==> src/rtl/speed_cmp_cfg.svh <==
`ifndef SPEED_CMP_CFG_SVH
`define SPEED_CMP_CFG_SVH

`define NUM_CH         3
`define VAL_W          20
`define CH_STRIDE      8'h10
`define OFS_CFG        8'h00
`define OFS_UPPER      8'h04
`define OFS_LOWER      8'h08
`define OFS_STATUS     8'h30
`define OFS_MASK       8'h34
`define OFS_STATE      8'h38

`define F_SEL_LSB      0
`define F_MODE_LSB     2
`define F_HYST_LSB     4
`define F_DLY_LSB      9
`define F_WID_LSB      14

`define CFG_RESET      22'h000000
`define THR_RESET      20'h00000
`define THR_MAX        20'hf423f
`define HYST_MAX       5'h14
`define DLY_MAX_STEPS  5'h14
`define WID_MAX_STEPS  8'hc8
`define PCT_FULL       7'h64

`define CLK_PERIOD_NS  25
`define MS_NS          1000000
`define DLY_STEP_MS    10'h032
`define WID_STEP_MS    11'h00a

`endif

==> src/rtl/speed_cmp_pkg.sv <==
package speed_cmp_pkg;

	typedef enum logic [1:0] {
		JUDGE_UPPER = 2'h0,
		JUDGE_LOWER = 2'h1,
		JUDGE_OK    = 2'h2,
		JUDGE_ERROR = 2'h3
	} judge_t;

	typedef enum logic [1:0] {
		MODE_AUTO  = 2'h0,
		MODE_HOLD  = 2'h1,
		MODE_PULSE = 2'h2
	} out_mode_t;

	// Layout matches the channel configuration word, lsb last.
	typedef struct packed {
		logic [7:0] width;
		logic [4:0] delay;
		logic [4:0] hyst;
		out_mode_t  mode;
		judge_t     sel;
	} chan_cfg_t;

	typedef struct packed {
		logic link_err;
		logic setup_err;
		logic input_err;
	} op_error_t;

	typedef struct packed {
		logic [7:0]  addr;
		logic [31:0] wdata;
		logic        wr;
		logic        rd;
	} reg_req_t;

endpackage: speed_cmp_pkg

==> src/rtl/limit_channel.sv <==
`timescale 1ns/100ps
`include "speed_cmp_cfg.svh"

module limit_channel
	import speed_cmp_pkg::*;
(
	input  wire logic      sys_clk,
	input  wire logic      reset,
	input  wire logic      ms_tick,
	input  wire chan_cfg_t cfg,
	input  wire logic      cond,
	input  wire logic      clr,
	output logic           on_q
);

	logic [10:0] dly_q;
	logic [11:0] pul_q;
	logic        qual_prev_q;
	logic        on_d;

	wire [10:0] dly_lim = 11'(cfg.delay) * 11'(`DLY_STEP_MS);
	wire [11:0] wid_lim = 12'(cfg.width) * 12'(`WID_STEP_MS);
	wire        qual    = cond && (dly_q >= dly_lim);
	wire        fire    = qual && !qual_prev_q && (cfg.width != 8'h00);

	always_comb begin
		unique case (cfg.mode)
			MODE_HOLD:  on_d = qual || (on_q && !clr);
			MODE_PULSE: on_d = fire || (on_q && (pul_q < wid_lim));
			default:    on_d = on_q ? cond : qual;
		endcase
	end

	// The delay counter restarts on any gap in the condition.
	always_ff @(posedge sys_clk or posedge reset) begin
		if (reset) begin
			dly_q       <= '0;
			pul_q       <= '0;
			qual_prev_q <= 1'b0;
			on_q        <= 1'b0;
		end else begin
			dly_q       <= !cond ? '0 : (ms_tick && dly_q < dly_lim) ? dly_q + 11'h001 : dly_q;
			pul_q       <= fire ? '0 : (ms_tick && on_q && pul_q < wid_lim) ? pul_q + 12'h001 : pul_q;
			qual_prev_q <= qual;
			on_q        <= on_d;
		end
	end

	property p_hold_keep;
		@(posedge sys_clk) disable iff (reset)
		on_q && cfg.mode == MODE_HOLD && !clr |=> on_q;
	endproperty
	a_hold_keep: assert property (p_hold_keep) else $error("held output dropped");

	property p_pulse_start;
		@(posedge sys_clk) disable iff (reset)
		$rose(on_q) && cfg.mode == MODE_PULSE |-> cfg.width != 8'h00 && !$past(qual_prev_q);
	endproperty
	a_pulse_start: assert property (p_pulse_start) else $error("pulse without edge");

	property p_pulse_end;
		@(posedge sys_clk) disable iff (reset)
		cfg.mode == MODE_PULSE && on_q && pul_q >= wid_lim && !fire |=> !on_q;
	endproperty
	a_pulse_end: assert property (p_pulse_end) else $error("pulse too long");

	property p_delay;
		@(posedge sys_clk) disable iff (reset)
		$rose(on_q) |-> $past(dly_q) >= $past(dly_lim) && $past(cond);
	endproperty
	a_delay: assert property (p_delay) else $error("output before delay");

	property p_once;
		@(posedge sys_clk) disable iff (reset)
		cfg.mode == MODE_PULSE && qual && qual_prev_q |=> !$rose(on_q);
	endproperty
	a_once: assert property (p_once) else $error("pulse retriggered");

	property p_auto_release;
		@(posedge sys_clk) disable iff (reset)
		cfg.mode == MODE_AUTO && !cond |=> !on_q;
	endproperty
	a_auto_release: assert property (p_auto_release) else $error("auto not released");

endmodule: limit_channel

==> src/rtl/speed_limit_comparator_outputs.sv <==
`timescale 1ns/100ps
`include "speed_cmp_cfg.svh"

module speed_limit_comparator_outputs
	import speed_cmp_pkg::*;
#(
	parameter int MS_TICK_CYCLES = `MS_NS / `CLK_PERIOD_NS
) (
	input  wire logic             sys_clk,
	input  wire logic             reset,
	input  wire reg_req_t         reg_req,
	output logic [31:0]           reg_rdata,
	input  wire logic [`VAL_W-1:0] meas_value,
	input  wire op_error_t        op_error,
	input  wire logic             ss_mode,
	input  wire logic             section_start,
	input  wire logic             section_stop,
	input  wire logic             panel_reset,
	output logic [`NUM_CH-1:0]    relay_out,
	output logic                  irq
);

	localparam int NCH    = `NUM_CH;
	localparam int TICK_W = $clog2(MS_TICK_CYCLES);

	logic [TICK_W-1:0] tick_cnt_q;
	logic              tick_q;
	logic              run_q;
	logic              irq_q;
	logic [31:0]       rdata_q;
	chan_cfg_t         cfg_q   [NCH];
	logic [`VAL_W-1:0] upper_q [NCH];
	logic [`VAL_W-1:0] lower_q [NCH];
	logic [NCH-1:0]    relay_q;
	logic [NCH-1:0]    status_q;
	logic [NCH-1:0]    mask_q;

	logic [NCH-1:0]    ch_on;
	logic [NCH-1:0]    cond;
	logic [NCH-1:0]    other_act;
	logic [NCH-1:0]    act_ul;
	logic [NCH-1:0]    hit_cfg;
	logic [NCH-1:0]    hit_up;
	logic [NCH-1:0]    hit_lo;
	logic [NCH-1:0]    up_raw;
	logic [NCH-1:0]    lo_raw;
	logic [NCH-1:0]    up_rel;
	logic [NCH-1:0]    lo_rel;
	logic [NCH-1:0]    use_hyst;
	logic [31:0]       ch_rd   [NCH];
	logic [31:0]       rd_acc  [NCH+1];

	wire [26:0]    meas_x100  = 27'(meas_value) * 27'(`PCT_FULL);
	wire           err_any    = op_error.input_err || op_error.setup_err;
	wire           ss_eval    = !ss_mode || section_start || section_stop;
	wire           hold_clr   = panel_reset && !(ss_mode && run_q);
	wire [NCH-1:0] relay_d    = ss_eval ? ch_on : relay_q;
	wire [NCH-1:0] rise       = relay_d & ~relay_q;
	wire           hit_status = reg_req.addr == `OFS_STATUS;
	wire           hit_mask   = reg_req.addr == `OFS_MASK;
	wire           hit_state  = reg_req.addr == `OFS_STATE;
	wire [NCH-1:0] w1c        = (reg_req.wr && hit_status) ? reg_req.wdata[NCH-1:0] : '0;
	wire           tick_wrap  = tick_cnt_q == TICK_W'(MS_TICK_CYCLES - 1);

	// Out-of-range settings are clamped so the timers never exceed their span.
	function automatic chan_cfg_t cfg_clamp(input logic [31:0] w);
		chan_cfg_t c;
		c = chan_cfg_t'(w[$bits(chan_cfg_t)-1:0]);
		if (c.hyst > `HYST_MAX) begin
			c.hyst = `HYST_MAX;
		end
		if (c.delay > `DLY_MAX_STEPS) begin
			c.delay = `DLY_MAX_STEPS;
		end
		if (c.width > `WID_MAX_STEPS) begin
			c.width = `WID_MAX_STEPS;
		end
		return c;
	endfunction: cfg_clamp

	function automatic logic [`VAL_W-1:0] thr_clamp(input logic [31:0] w);
		return (w[`VAL_W-1:0] > `THR_MAX) ? `THR_MAX : w[`VAL_W-1:0];
	endfunction: thr_clamp

	assign rd_acc[0] = (hit_status ? 32'(status_q) : 32'h0)
		| (hit_mask ? 32'(mask_q) : 32'h0)
		| (hit_state ? 32'({run_q, relay_q}) : 32'h0);

	for (genvar i = 0; i < NCH; i++) begin : g_ch
		assign hit_cfg[i] = reg_req.addr == 8'(i) * `CH_STRIDE + `OFS_CFG;
		assign hit_up[i]  = reg_req.addr == 8'(i) * `CH_STRIDE + `OFS_UPPER;
		assign hit_lo[i]  = reg_req.addr == 8'(i) * `CH_STRIDE + `OFS_LOWER;

		assign up_raw[i]   = meas_value >= upper_q[i];
		assign lo_raw[i]   = lower_q[i] > meas_value;
		// Release thresholds are compared scaled by 100 to avoid a divider.
		assign up_rel[i]   = meas_x100 >= 27'(upper_q[i]) * (27'(`PCT_FULL) - 27'(cfg_q[i].hyst));
		assign lo_rel[i]   = meas_x100 < 27'(lower_q[i]) * (27'(`PCT_FULL) + 27'(cfg_q[i].hyst));
		assign use_hyst[i] = cfg_q[i].mode == MODE_AUTO && ch_on[i];

		assign act_ul[i]    = relay_q[i]
			&& (cfg_q[i].sel == JUDGE_UPPER || cfg_q[i].sel == JUDGE_LOWER);
		assign other_act[i] = |(act_ul & ~(NCH'(1) << i));

		assign cond[i] = (cfg_q[i].sel == JUDGE_UPPER) ? (use_hyst[i] ? up_rel[i] : up_raw[i])
			: (cfg_q[i].sel == JUDGE_LOWER) ? (use_hyst[i] ? lo_rel[i] : lo_raw[i])
			: (cfg_q[i].sel == JUDGE_OK) ? !other_act[i]
			: err_any;

		assign ch_rd[i] = hit_cfg[i] ? 32'(cfg_q[i])
			: hit_up[i] ? 32'(upper_q[i])
			: hit_lo[i] ? 32'(lower_q[i])
			: 32'h0;
		assign rd_acc[i+1] = rd_acc[i] | ch_rd[i];

		limit_channel u_chan (
			.sys_clk (sys_clk),
			.reset   (reset),
			.ms_tick (tick_q),
			.cfg     (cfg_q[i]),
			.cond    (cond[i]),
			.clr     (hold_clr),
			.on_q    (ch_on[i])
		);
	end

	always_ff @(posedge sys_clk or posedge reset) begin
		if (reset) begin
			tick_cnt_q <= '0;
			tick_q     <= 1'b0;
		end else begin
			tick_cnt_q <= tick_wrap ? '0 : tick_cnt_q + TICK_W'(1);
			tick_q     <= tick_wrap;
		end
	end

	always_ff @(posedge sys_clk or posedge reset) begin
		if (reset) begin
			for (int i = 0; i < NCH; i++) begin
				cfg_q[i]   <= chan_cfg_t'(`CFG_RESET);
				upper_q[i] <= `THR_RESET;
				lower_q[i] <= `THR_RESET;
			end
		end else if (reg_req.wr) begin
			for (int i = 0; i < NCH; i++) begin
				if (hit_cfg[i]) begin
					cfg_q[i] <= cfg_clamp(reg_req.wdata);
				end
				if (hit_up[i]) begin
					upper_q[i] <= thr_clamp(reg_req.wdata);
				end
				if (hit_lo[i]) begin
					lower_q[i] <= thr_clamp(reg_req.wdata);
				end
			end
		end
	end

	// Relay contacts only follow the channels when evaluation is allowed.
	always_ff @(posedge sys_clk or posedge reset) begin
		if (reset) begin
			relay_q <= '0;
			run_q   <= 1'b0;
		end else begin
			relay_q <= relay_d;
			run_q   <= ss_mode && (section_start || (run_q && !section_stop));
		end
	end

	// A new assertion event wins over a write-one-to-clear in the same cycle.
	always_ff @(posedge sys_clk or posedge reset) begin
		if (reset) begin
			status_q <= '0;
			mask_q   <= '0;
			irq_q    <= 1'b0;
			rdata_q  <= 32'h0;
		end else begin
			status_q <= (status_q & ~w1c) | rise;
			if (reg_req.wr && hit_mask) begin
				mask_q <= reg_req.wdata[NCH-1:0];
			end
			irq_q   <= |(status_q & mask_q);
			rdata_q <= reg_req.rd ? rd_acc[NCH] : 32'h0;
		end
	end

	assign reg_rdata = rdata_q;
	assign relay_out = relay_q;
	assign irq       = irq_q;

	property p_upper;
		@(posedge sys_clk) disable iff (reset)
		(!ss_mode && cfg_q[0].sel == JUDGE_UPPER && cfg_q[0].mode == MODE_AUTO
			&& cfg_q[0].delay == 5'h00 && up_raw[0])[*2] |-> ##1 relay_q[0];
	endproperty
	a_upper: assert property (p_upper) else $error("upper limit not asserted");

	property p_lower;
		@(posedge sys_clk) disable iff (reset)
		(!ss_mode && cfg_q[0].sel == JUDGE_LOWER && cfg_q[0].mode == MODE_AUTO
			&& cfg_q[0].delay == 5'h00 && lo_raw[0])[*2] |-> ##1 relay_q[0];
	endproperty
	a_lower: assert property (p_lower) else $error("lower limit not asserted");

	property p_ok_drop;
		@(posedge sys_clk) disable iff (reset)
		(!ss_mode && cfg_q[0].sel == JUDGE_OK && cfg_q[0].mode == MODE_AUTO
			&& other_act[0])[*2] |-> ##1 !relay_q[0];
	endproperty
	a_ok_drop: assert property (p_ok_drop) else $error("normal output not dropped");

	property p_ok_other;
		@(posedge sys_clk) disable iff (reset)
		(!ss_mode && cfg_q[1].sel == JUDGE_OK && cfg_q[1].mode == MODE_AUTO
			&& other_act[1])[*2] |-> ##1 !relay_q[1];
	endproperty
	a_ok_other: assert property (p_ok_other) else $error("normal output on with alarm");

	property p_link_err;
		@(posedge sys_clk) disable iff (reset)
		(!ss_mode && cfg_q[0].sel == JUDGE_ERROR && cfg_q[0].mode == MODE_AUTO
			&& !op_error.input_err && !op_error.setup_err)[*2] |-> ##1 !relay_q[0];
	endproperty
	a_link_err: assert property (p_link_err) else $error("error output on link error");

	property p_hyst;
		@(posedge sys_clk) disable iff (reset)
		cfg_q[0].sel == JUDGE_UPPER && cfg_q[0].mode == MODE_AUTO && ch_on[0] && up_rel[0]
			|=> ch_on[0];
	endproperty
	a_hyst: assert property (p_hyst) else $error("released inside hysteresis");

	property p_ss_sync;
		@(posedge sys_clk) disable iff (reset)
		ss_mode && !section_start && !section_stop |=> $stable(relay_q);
	endproperty
	a_ss_sync: assert property (p_ss_sync) else $error("relay moved between events");

	property p_clr_block;
		@(posedge sys_clk) disable iff (reset)
		ss_mode && run_q |-> !hold_clr;
	endproperty
	a_clr_block: assert property (p_clr_block) else $error("reset during running section");

	property p_tick;
		@(posedge sys_clk) disable iff (reset)
		tick_q |-> tick_cnt_q == '0 ##1 !tick_q;
	endproperty
	a_tick: assert property (p_tick) else $error("tick spacing wrong");

	property p_irq;
		@(posedge sys_clk) disable iff (reset)
		$rose(relay_q[0]) && mask_q[0] |-> ##1 irq_q;
	endproperty
	a_irq: assert property (p_irq) else $error("interrupt missing");

endmodule: speed_limit_comparator_outputs

==> config.mk <==
export PLATFORM = sky130hd
export DESIGN_NAME = speed_limit_comparator_outputs
export DESIGN_NICKNAME = d
export VERILOG_FILES = /design/src/rtl/speed_cmp_pkg.sv /design/src/rtl/limit_channel.sv /design/src/rtl/speed_limit_comparator_outputs.sv
export VERILOG_INCLUDE_DIRS = /design/src /design/src/rtl
export SDC_FILE = /design/constraint.sdc
export NUM_CORES = 2
export LEC_CHECK = 0
export ABC_AREA = 1
export BUFFER_PORTS_ARGS = -buffer_cell sky130_fd_sc_hd__buf_2
export CORE_MARGIN = 3
export CORE_UTILIZATION = 60
export CTS_CLUSTER_DIAMETER = 80
export DETAILED_ROUTE_END_ITERATION = 8
export PLACE_DENSITY = 0.9
export SLEW_MARGIN = 20
export SYNTH_ARGS = -nofsm -noshare
export SYNTH_HDL_FRONTEND = slang
export SYNTH_SLANG_ARGS = --single-unit
==> constraint.sdc <==
create_clock -name sys_clk -period 10.5 [get_ports sys_clk]
set_input_delay 2.1 -clock sys_clk [delete_from_list [all_inputs] [get_ports sys_clk]]
set_output_delay 2.1 -clock sys_clk [all_outputs]
set_load 0.02 [all_outputs]
# After elaboration in Yosys (flattened, before gate mapping)
# Index checks and enable logic that the tools add are counted.
# word_totals
register_bits,311
out_inout_bits,36
word_cells,268
# op_classes
n_addsub,13
mul,13
order_cmp,25
n_eq_ne,27
n_mux,53
bitwise_logic,11
reduce_logical,85
# ops
operator,count
$mux 20,7
$mux 22,4
$ge 27x27->1,3
$lt 27x27->1,3
$mul 20x8->27,3
$mul 21x8->27,3
$mux 12,6
$mux 11,6
$ge 20x20->1,3
$gt 20x20->1,3
$eq 8x6->1 const B,6
$or 22x22->22,2
$add 12x1->12 const B,3
$logic_and 1x1->1,36
$lt 12x12->1,3
$add 11x1->11 const B,3
$ge 11x11->1,3
$lt 11x11->1,3
$mul 8x3->11 const B,3
$mul 5x5->10 const B,3
$mul 20x5->25 const B,1
$add 7x5->8 const A,3
$eq 8x5->1 const B,3
$reduce_bool 8->1,3
other kinds (31),111

# Depth between registers and ports, before layout
# depth
depth_word,13
ltp_mapped,44

# Hierarchy
# A second synthesis with hierarchy kept.
# hier_totals
cells_unflattened,7664
area_unflattened_um2,56769.4
# by_module_without_submodules
mod,instances,cells_per_inst,area_per_inst_um2,seq_area_each_um2
speed_limit_comparator_outputs,1,6596,48564.1,5905.7
limit_channel,3,356,2735.1,625.6

# Worst setup path after synthesis
# No wires, ideal clock.
# synth_path
path_kind,reg2reg
from,register cfg_q[26] (netlist bit)
to,register g_ch[1].u_chan.pul_q[7]
arrival_time_ps,6387
t_required_ps,10369
path_slack_ps,3982
path_stages_with_launch,40
path_buffers,3
synth_period_minus_slack_ps,6518
path_cell_list,dfrtp_1 > buf_2 > inv_1 > ha_1 > a21oi_1 > or2_2 > nand2_1 > clkbuf_1 > nor2_1 > fa_1 > fa_1 > fa_1 > inv_1 > fa_1 > inv_1 > ha_1 > a21oi_1 > o21ai_0 > (+4 left out) > nand2_1 > a21boi_1 > o21ai_0 > nand2_1 > nand2_1 > ha_1 > nand2_1 > nor2_1 > nand2_1 > nor2_1 > nand2_1 > nand3_1 > nand3_1 > nand3_4 > nand3_2 > buf_6 > o21ai_0 > a21oi_1
# synth_between
elab_chain_len,10
word_cells_on_any_way,15
# synth_lines
element,line_no,text
from (decl),speed_limit_comparator_outputs.sv:31,chan_cfg_t cfg_q [NCH];
"from (signal, indexed assignment)",speed_limit_comparator_outputs.sv:140,cfg_q[i] <= chan_cfg_t'(`CFG_RESET);
"from (signal, indexed assignment)",speed_limit_comparator_outputs.sv:147,cfg_q[i] <= cfg_clamp(reg_req.wdata);
$add 7x5->8,speed_limit_comparator_outputs.sv:98,assign lo_rel[i] = meas_x100 < 27'(lower_q[i]) * (27'(`PCT_FULL) + 27'(cfg_q[i].hyst));
$mul 20x8->27,speed_limit_comparator_outputs.sv:98,
$lt 27x27->1,speed_limit_comparator_outputs.sv:98,
$mux 1 (2 in a row),speed_limit_comparator_outputs.sv:106,: (cfg_q[i].sel == JUDGE_LOWER) ? (use_hyst[i] ? lo_rel[i] : lo_raw[i])
$mux 1 (*),speed_limit_comparator_outputs.sv:105,assign cond[i] = (cfg_q[i].sel == JUDGE_UPPER) ? (use_hyst[i] ? up_rel[i] : up_raw[i])
$logic_and 1x1->1 (*),limit_channel.sv:23,wire qual = cond && (dly_q >= dly_lim);
$logic_and 1x1->1 (*) (2 in a row),limit_channel.sv:24,wire fire = qual && !qual_prev_q && (cfg.width != 8'h00);
$mux 12 / $reduce_bool 2->1 (equally long branches),--,
to (signal assigned),limit_channel.sv:43,pul_q <= fire ? '0 : (ms_tick && on_q && pul_q < wid_lim) ? pul_q + 12'h001 : pul_q;
to (decl),limit_channel.sv:17,logic [11:0] pul_q;
# Every way passes the cells marked *; elsewhere a longest branch is shown, timed or not.
# A chain may end at the register's enable or synchronous reset.

# Final worst setup path
# layout_path
from,register cfg_q[6] (netlist bit)
to,register g_ch[2].u_chan.on_q
# layout_between
elab_chain_len,11
word_cells_on_any_way,17
# layout_lines
element,line_no,text
$add 7x5->8,speed_limit_comparator_outputs.sv:98,
$mul 20x8->27,speed_limit_comparator_outputs.sv:98,
$lt 27x27->1,speed_limit_comparator_outputs.sv:98,
$mux 1 (2 in a row),speed_limit_comparator_outputs.sv:106,
$mux 1 (*),speed_limit_comparator_outputs.sv:105,
$logic_and 1x1->1,limit_channel.sv:23,
$logic_and 1x1->1 (2 in a row),limit_channel.sv:24,
$logic_or 1x1->1,limit_channel.sv:29,MODE_PULSE: on_d = fire || (on_q && (pul_q < wid_lim));
$pmux 1 s2 (*),limit_channel.sv:27,unique case (cfg.mode)
named net g_ch[2].u_chan.on_d,limit_channel.sv:19,logic on_d;
to (signal assigned),limit_channel.sv:45,on_q <= on_d;
to (decl),limit_channel.sv:13,output logic on_q
# Mark *: on every way through the listed nets, which the timed path passes. The rest lies on a longest branch.

==> results.md <==
* Status: complete, no violations
* Distinct cells, synth at 67
* Routed wire per std cell at 21.2 um
* Share of cells above drive strength 1 at 0.0439
* WP data arrival at 9700 ps
* RSZ-0062 raised after global routing: no
* Largest family of logic cells by synthesized area: adder cells
* Setup TNS at 0 ps
* Startpoint Class: flip-flop
* Global-route usage over all layers at 0.374
* Row cnt at 109
* Cell mode on critical path: nand2_1
* DR WL met2 at 74100 um
* DR vias/cell at 5.87
* DP HPWL at 141000 um
* Power Density at 225 nW/um2
* Syn Area/Cell at 7.63 um2
* Post-synthesis mux area share at 0
* First-pass GRT wire length at 271000 um
* Clk sinks at 311
* PostCTS Resize Cnt at 0
* Async set-reset flop share out of synthesis at 1.00
* Total grt overflow at 0
* Crit path time final at 9220 ps
* Sw frac at 0.547
* Yosys top cell area share at 0.225
* Met1 Wirelength at 62200 um
* Post-Synth Simple-Gate Area at 0.185
* Final Cell Area at 57400 um2
* Final #Nets at 8667
* Peak supply drop at 0.272 mV
* Top FF cell, synth: dfrtp_1
* Buffers on Ports at 85
* Die H at 307 um
* Setup ws final at 1280 ps
* Initial drt markers at 5010
* Final Max Tran Viols at 0
* Metal3 WL at 22700 um
* Most frequent cell after synthesis: inv_1
* Vias in the first global route at 49.1k
* Worst Path Max Fanout at 24
* Worst path slowest cell: dfrtp_1
* Netlist Area Pre-Place at 54500 um2
* Worst-margin pin slew at 1140 ps
* Synth Area in Compound Gates at 0.0980
* Mapped Cells at 7134
* Root buf cell: clkbuf_16
* Clk_lat worst skew at 610 ps
* Pleak at 33.3 nW
* MaxCap Viol Count at 0
* Hold crit path type: reg2reg
* Synth Register Bits at 311
* Post-synthesis xor/xnor area fraction at 0.0317
* Clock Skew at 31.1 ps
* Critical path class: reg2reg
* Fmax at 108 MHz
* CTS tree: built
* Pre-CTS setup slack at 1770 ps
* Sequential power share at 0.105
* Initial core utilization at 0.611
* Top routing layer in use: met5
* Die Wd at 307 um
* Largest cells by area after synthesis: fa_1 22%, ha_1 19%, dfrtp_1 14%, inv_1 11%, nand2_1 10%
* Cts hold-fix bufs at 0
* Post-Synth Adder-Cell Area at 0.416
* Max transition margin at 0.240
* Drt first pass iters at 9
* Initial antenna violation count at 24
* Die Area at 94400 um2
* Area Overhead vs Synth at 5.46%
* Combinational power share at 0.783
* Crit path required time at 10980 ps
* Synth top cells by count: 1609 x inv_1, 1502 x nand2_1, 833 x ha_1, 612 x fa_1, 580 x nor2_1
* Leading area contributor after synthesis: fa_1
* Period utilization at 0.878
* H-tree lvl count at 2
* DRC Markers at 0
* Switch Pwr at 7.07 mW
* Core Region at 89200 um2
* Power Internal at 5.85 mW
* TritonCTS Buffers at 40
* Seq/Total Area, Yosys at 0.143
* Via Count at 49.1k
* Largest net degree at the start of global routing at 79
* Post-synth EDFFs at 0
* Antenna-violating nets left at 0
* Synth Warn # at 0
* Ports at 107
* Clk buf depth at 3
* Final Hold Viols at 0
* Placed inst area at 56100 um2
* Postcts setup bufs at 0
* RD Place Congestion at 1.05
* Clk slew on worst S/H paths at 60 ps
* Clock power share at 0.111
* # setup viols final at 0
* Worst path max stage delay at 930 ps
* Routed WL at 177000 um
* Critical Path End Type: flip-flop
-- cell usage in the layout, fill, tap and decap left out, drive strengths merged, types with 4 or more instances in the layout --
| cell | count |
|---|---|
| a2111oi | 4 |
| a211oi | 15 |
| a21boi | 5 |
| a21o | 37 |
| a21oi | 370 |
| a31oi | 41 |
| and2 | 6 |
| and3 | 4 |
| buf | 123 |
| clkbuf | 56 |
| clkinv | 7 |
| conb | 10 |
| dfrtp | 311 |
| diode | 12 |
| fa | 612 |
| ha | 833 |
| inv | 1634 |
| nand2 | 1507 |
| nand3 | 177 |
| nand3b | 18 |
| nand4 | 42 |
| nor2 | 597 |
| nor3 | 60 |
| nor4 | 23 |
| o2111ai | 5 |
| o211ai | 20 |
| o21a | 20 |
| o21ai | 328 |
| o21bai | 14 |
| o221ai | 5 |
| o22ai | 59 |
| or2 | 15 |
| xnor2 | 87 |
| xor2 | 110 |
-- state kept, by name (all words and copies together), names as in the netlist --
name / cells
run_q: 1
g_ch.u_chan.qual_prev_q: 3
lower_q: 60
relay_out: 3
cfg_q: 66
mask_q: 3
g_ch.u_chan.on_q: 3
g_ch.u_chan.pul_q: 36
reg_rdata: 22
status_q: 3
upper_q: 60
tick_cnt_q: 16
irq: 1
tick_q: 1
g_ch.u_chan.dly_q: 33
-- cell type report --
type | instances | area [um2]
well taps | 1165 | 1460
multi-input cells | 5043 | 40000
fillers | 7352 | 31800
inverters | 1632 | 6130
flip-flops and latches | 311 | 7780
clock buffers | 56 | 1150
diodes | 12 | 30.0
clock inverters | 12 | 180
repair buffers | 123 | 714
-- kinds of logic (layout without fill, tap and decap cells) --
group / count (synthesis) / after routing
XOR/XNOR: 197 / 197
other: 1 / 22
adder cells (fa/ha/maj): 1445 / 1445
buffers and inverters: 1789 / 1823
flip-flops: 311 / 311
AO/OA/AOI/OAI: 938 / 938
AND/OR/NAND/NOR: 2453 / 2453
-- routing by layer --
layer | up-vias | global-route usage
li1 | 22200 | -
met1 | 23200 | 0.445
met2 | 2779 | 0.557
met3 | 864 | 0.124
met4 | 26 | 0.297
met5 | - | 0.0217
-- critical path, delay by kind of cell, from the launching register on --
kind                     cells  cell delay [ps]
AO/OA/AOI/OAI                9             1500
XOR/XNOR                     1              190
AND/OR/NAND/NOR             15             2750
adder cells (fa/ha/maj)      7             2860
flip-flops                   1              930
buffers and inverters        4              820
-- per-stage QoR --
| stage | hold slack, ps | std cells | power, mW | utilization |
|---|---|---|---|---|
| finish | 471 | 8354 | 12.9 | 0.644 |
| global route | 495 | 8345 | 14.3 | 0.644 |
| CTS | 475 | 8342 | 12.8 | 0.643 |
| detailed placement | 467 | 8274 | 11.3 | 0.628 |
| global placement | 446 | 8274 | 10.9 | 0.628 |
| floorplan | 433 | 7143 | 8.63 | - |
-- power by group through the flow --
| stage | combinational (mW) | sequential [mW] | clock, mW |
|---|---|---|---|
| final | 10.1 | 1.36 | 1.44 |
| after global routing | 11.5 | 1.36 | 1.48 |
| after CTS | 10.0 | 1.35 | 1.43 |
| after detailed placement | 9.90 | 1.37 | 0 |
| after global placement | 9.48 | 1.37 | 0 |
| after floorplan | 7.32 | 1.32 | 0 |
-- worst paths after layout --
| check | startpoint | end | slack (ps) | cells past startpoint |
|---|---|---|---|---|
| setup / recovery | cfg_q[6]$_DFFE_PP0P_ | g_ch[2].u_chan.on_q$_DFF_PP0_ | 1280 | 36 |
| hold / removal | tick_cnt_q[15]$_DFF_PP0_ | tick_cnt_q[15]$_DFF_PP0_ | 470 | 1 |
| setup reg to reg | cfg_q[6]$_DFFE_PP0P_ | g_ch[2].u_chan.on_q$_DFF_PP0_ | 1280 | 36 |
| hold reg to reg | tick_cnt_q[15]$_DFF_PP0_ | tick_cnt_q[15]$_DFF_PP0_ | 470 | 1 |
| max in group asynchronous | reset | reg_rdata[6]$_DFF_PP0_ | 6740 | 4 |
| min in group asynchronous | reset | tick_cnt_q[9]$_DFF_PP0_ | 1480 | 2 |
Note: power is estimated with default switching activity, not from simulation.
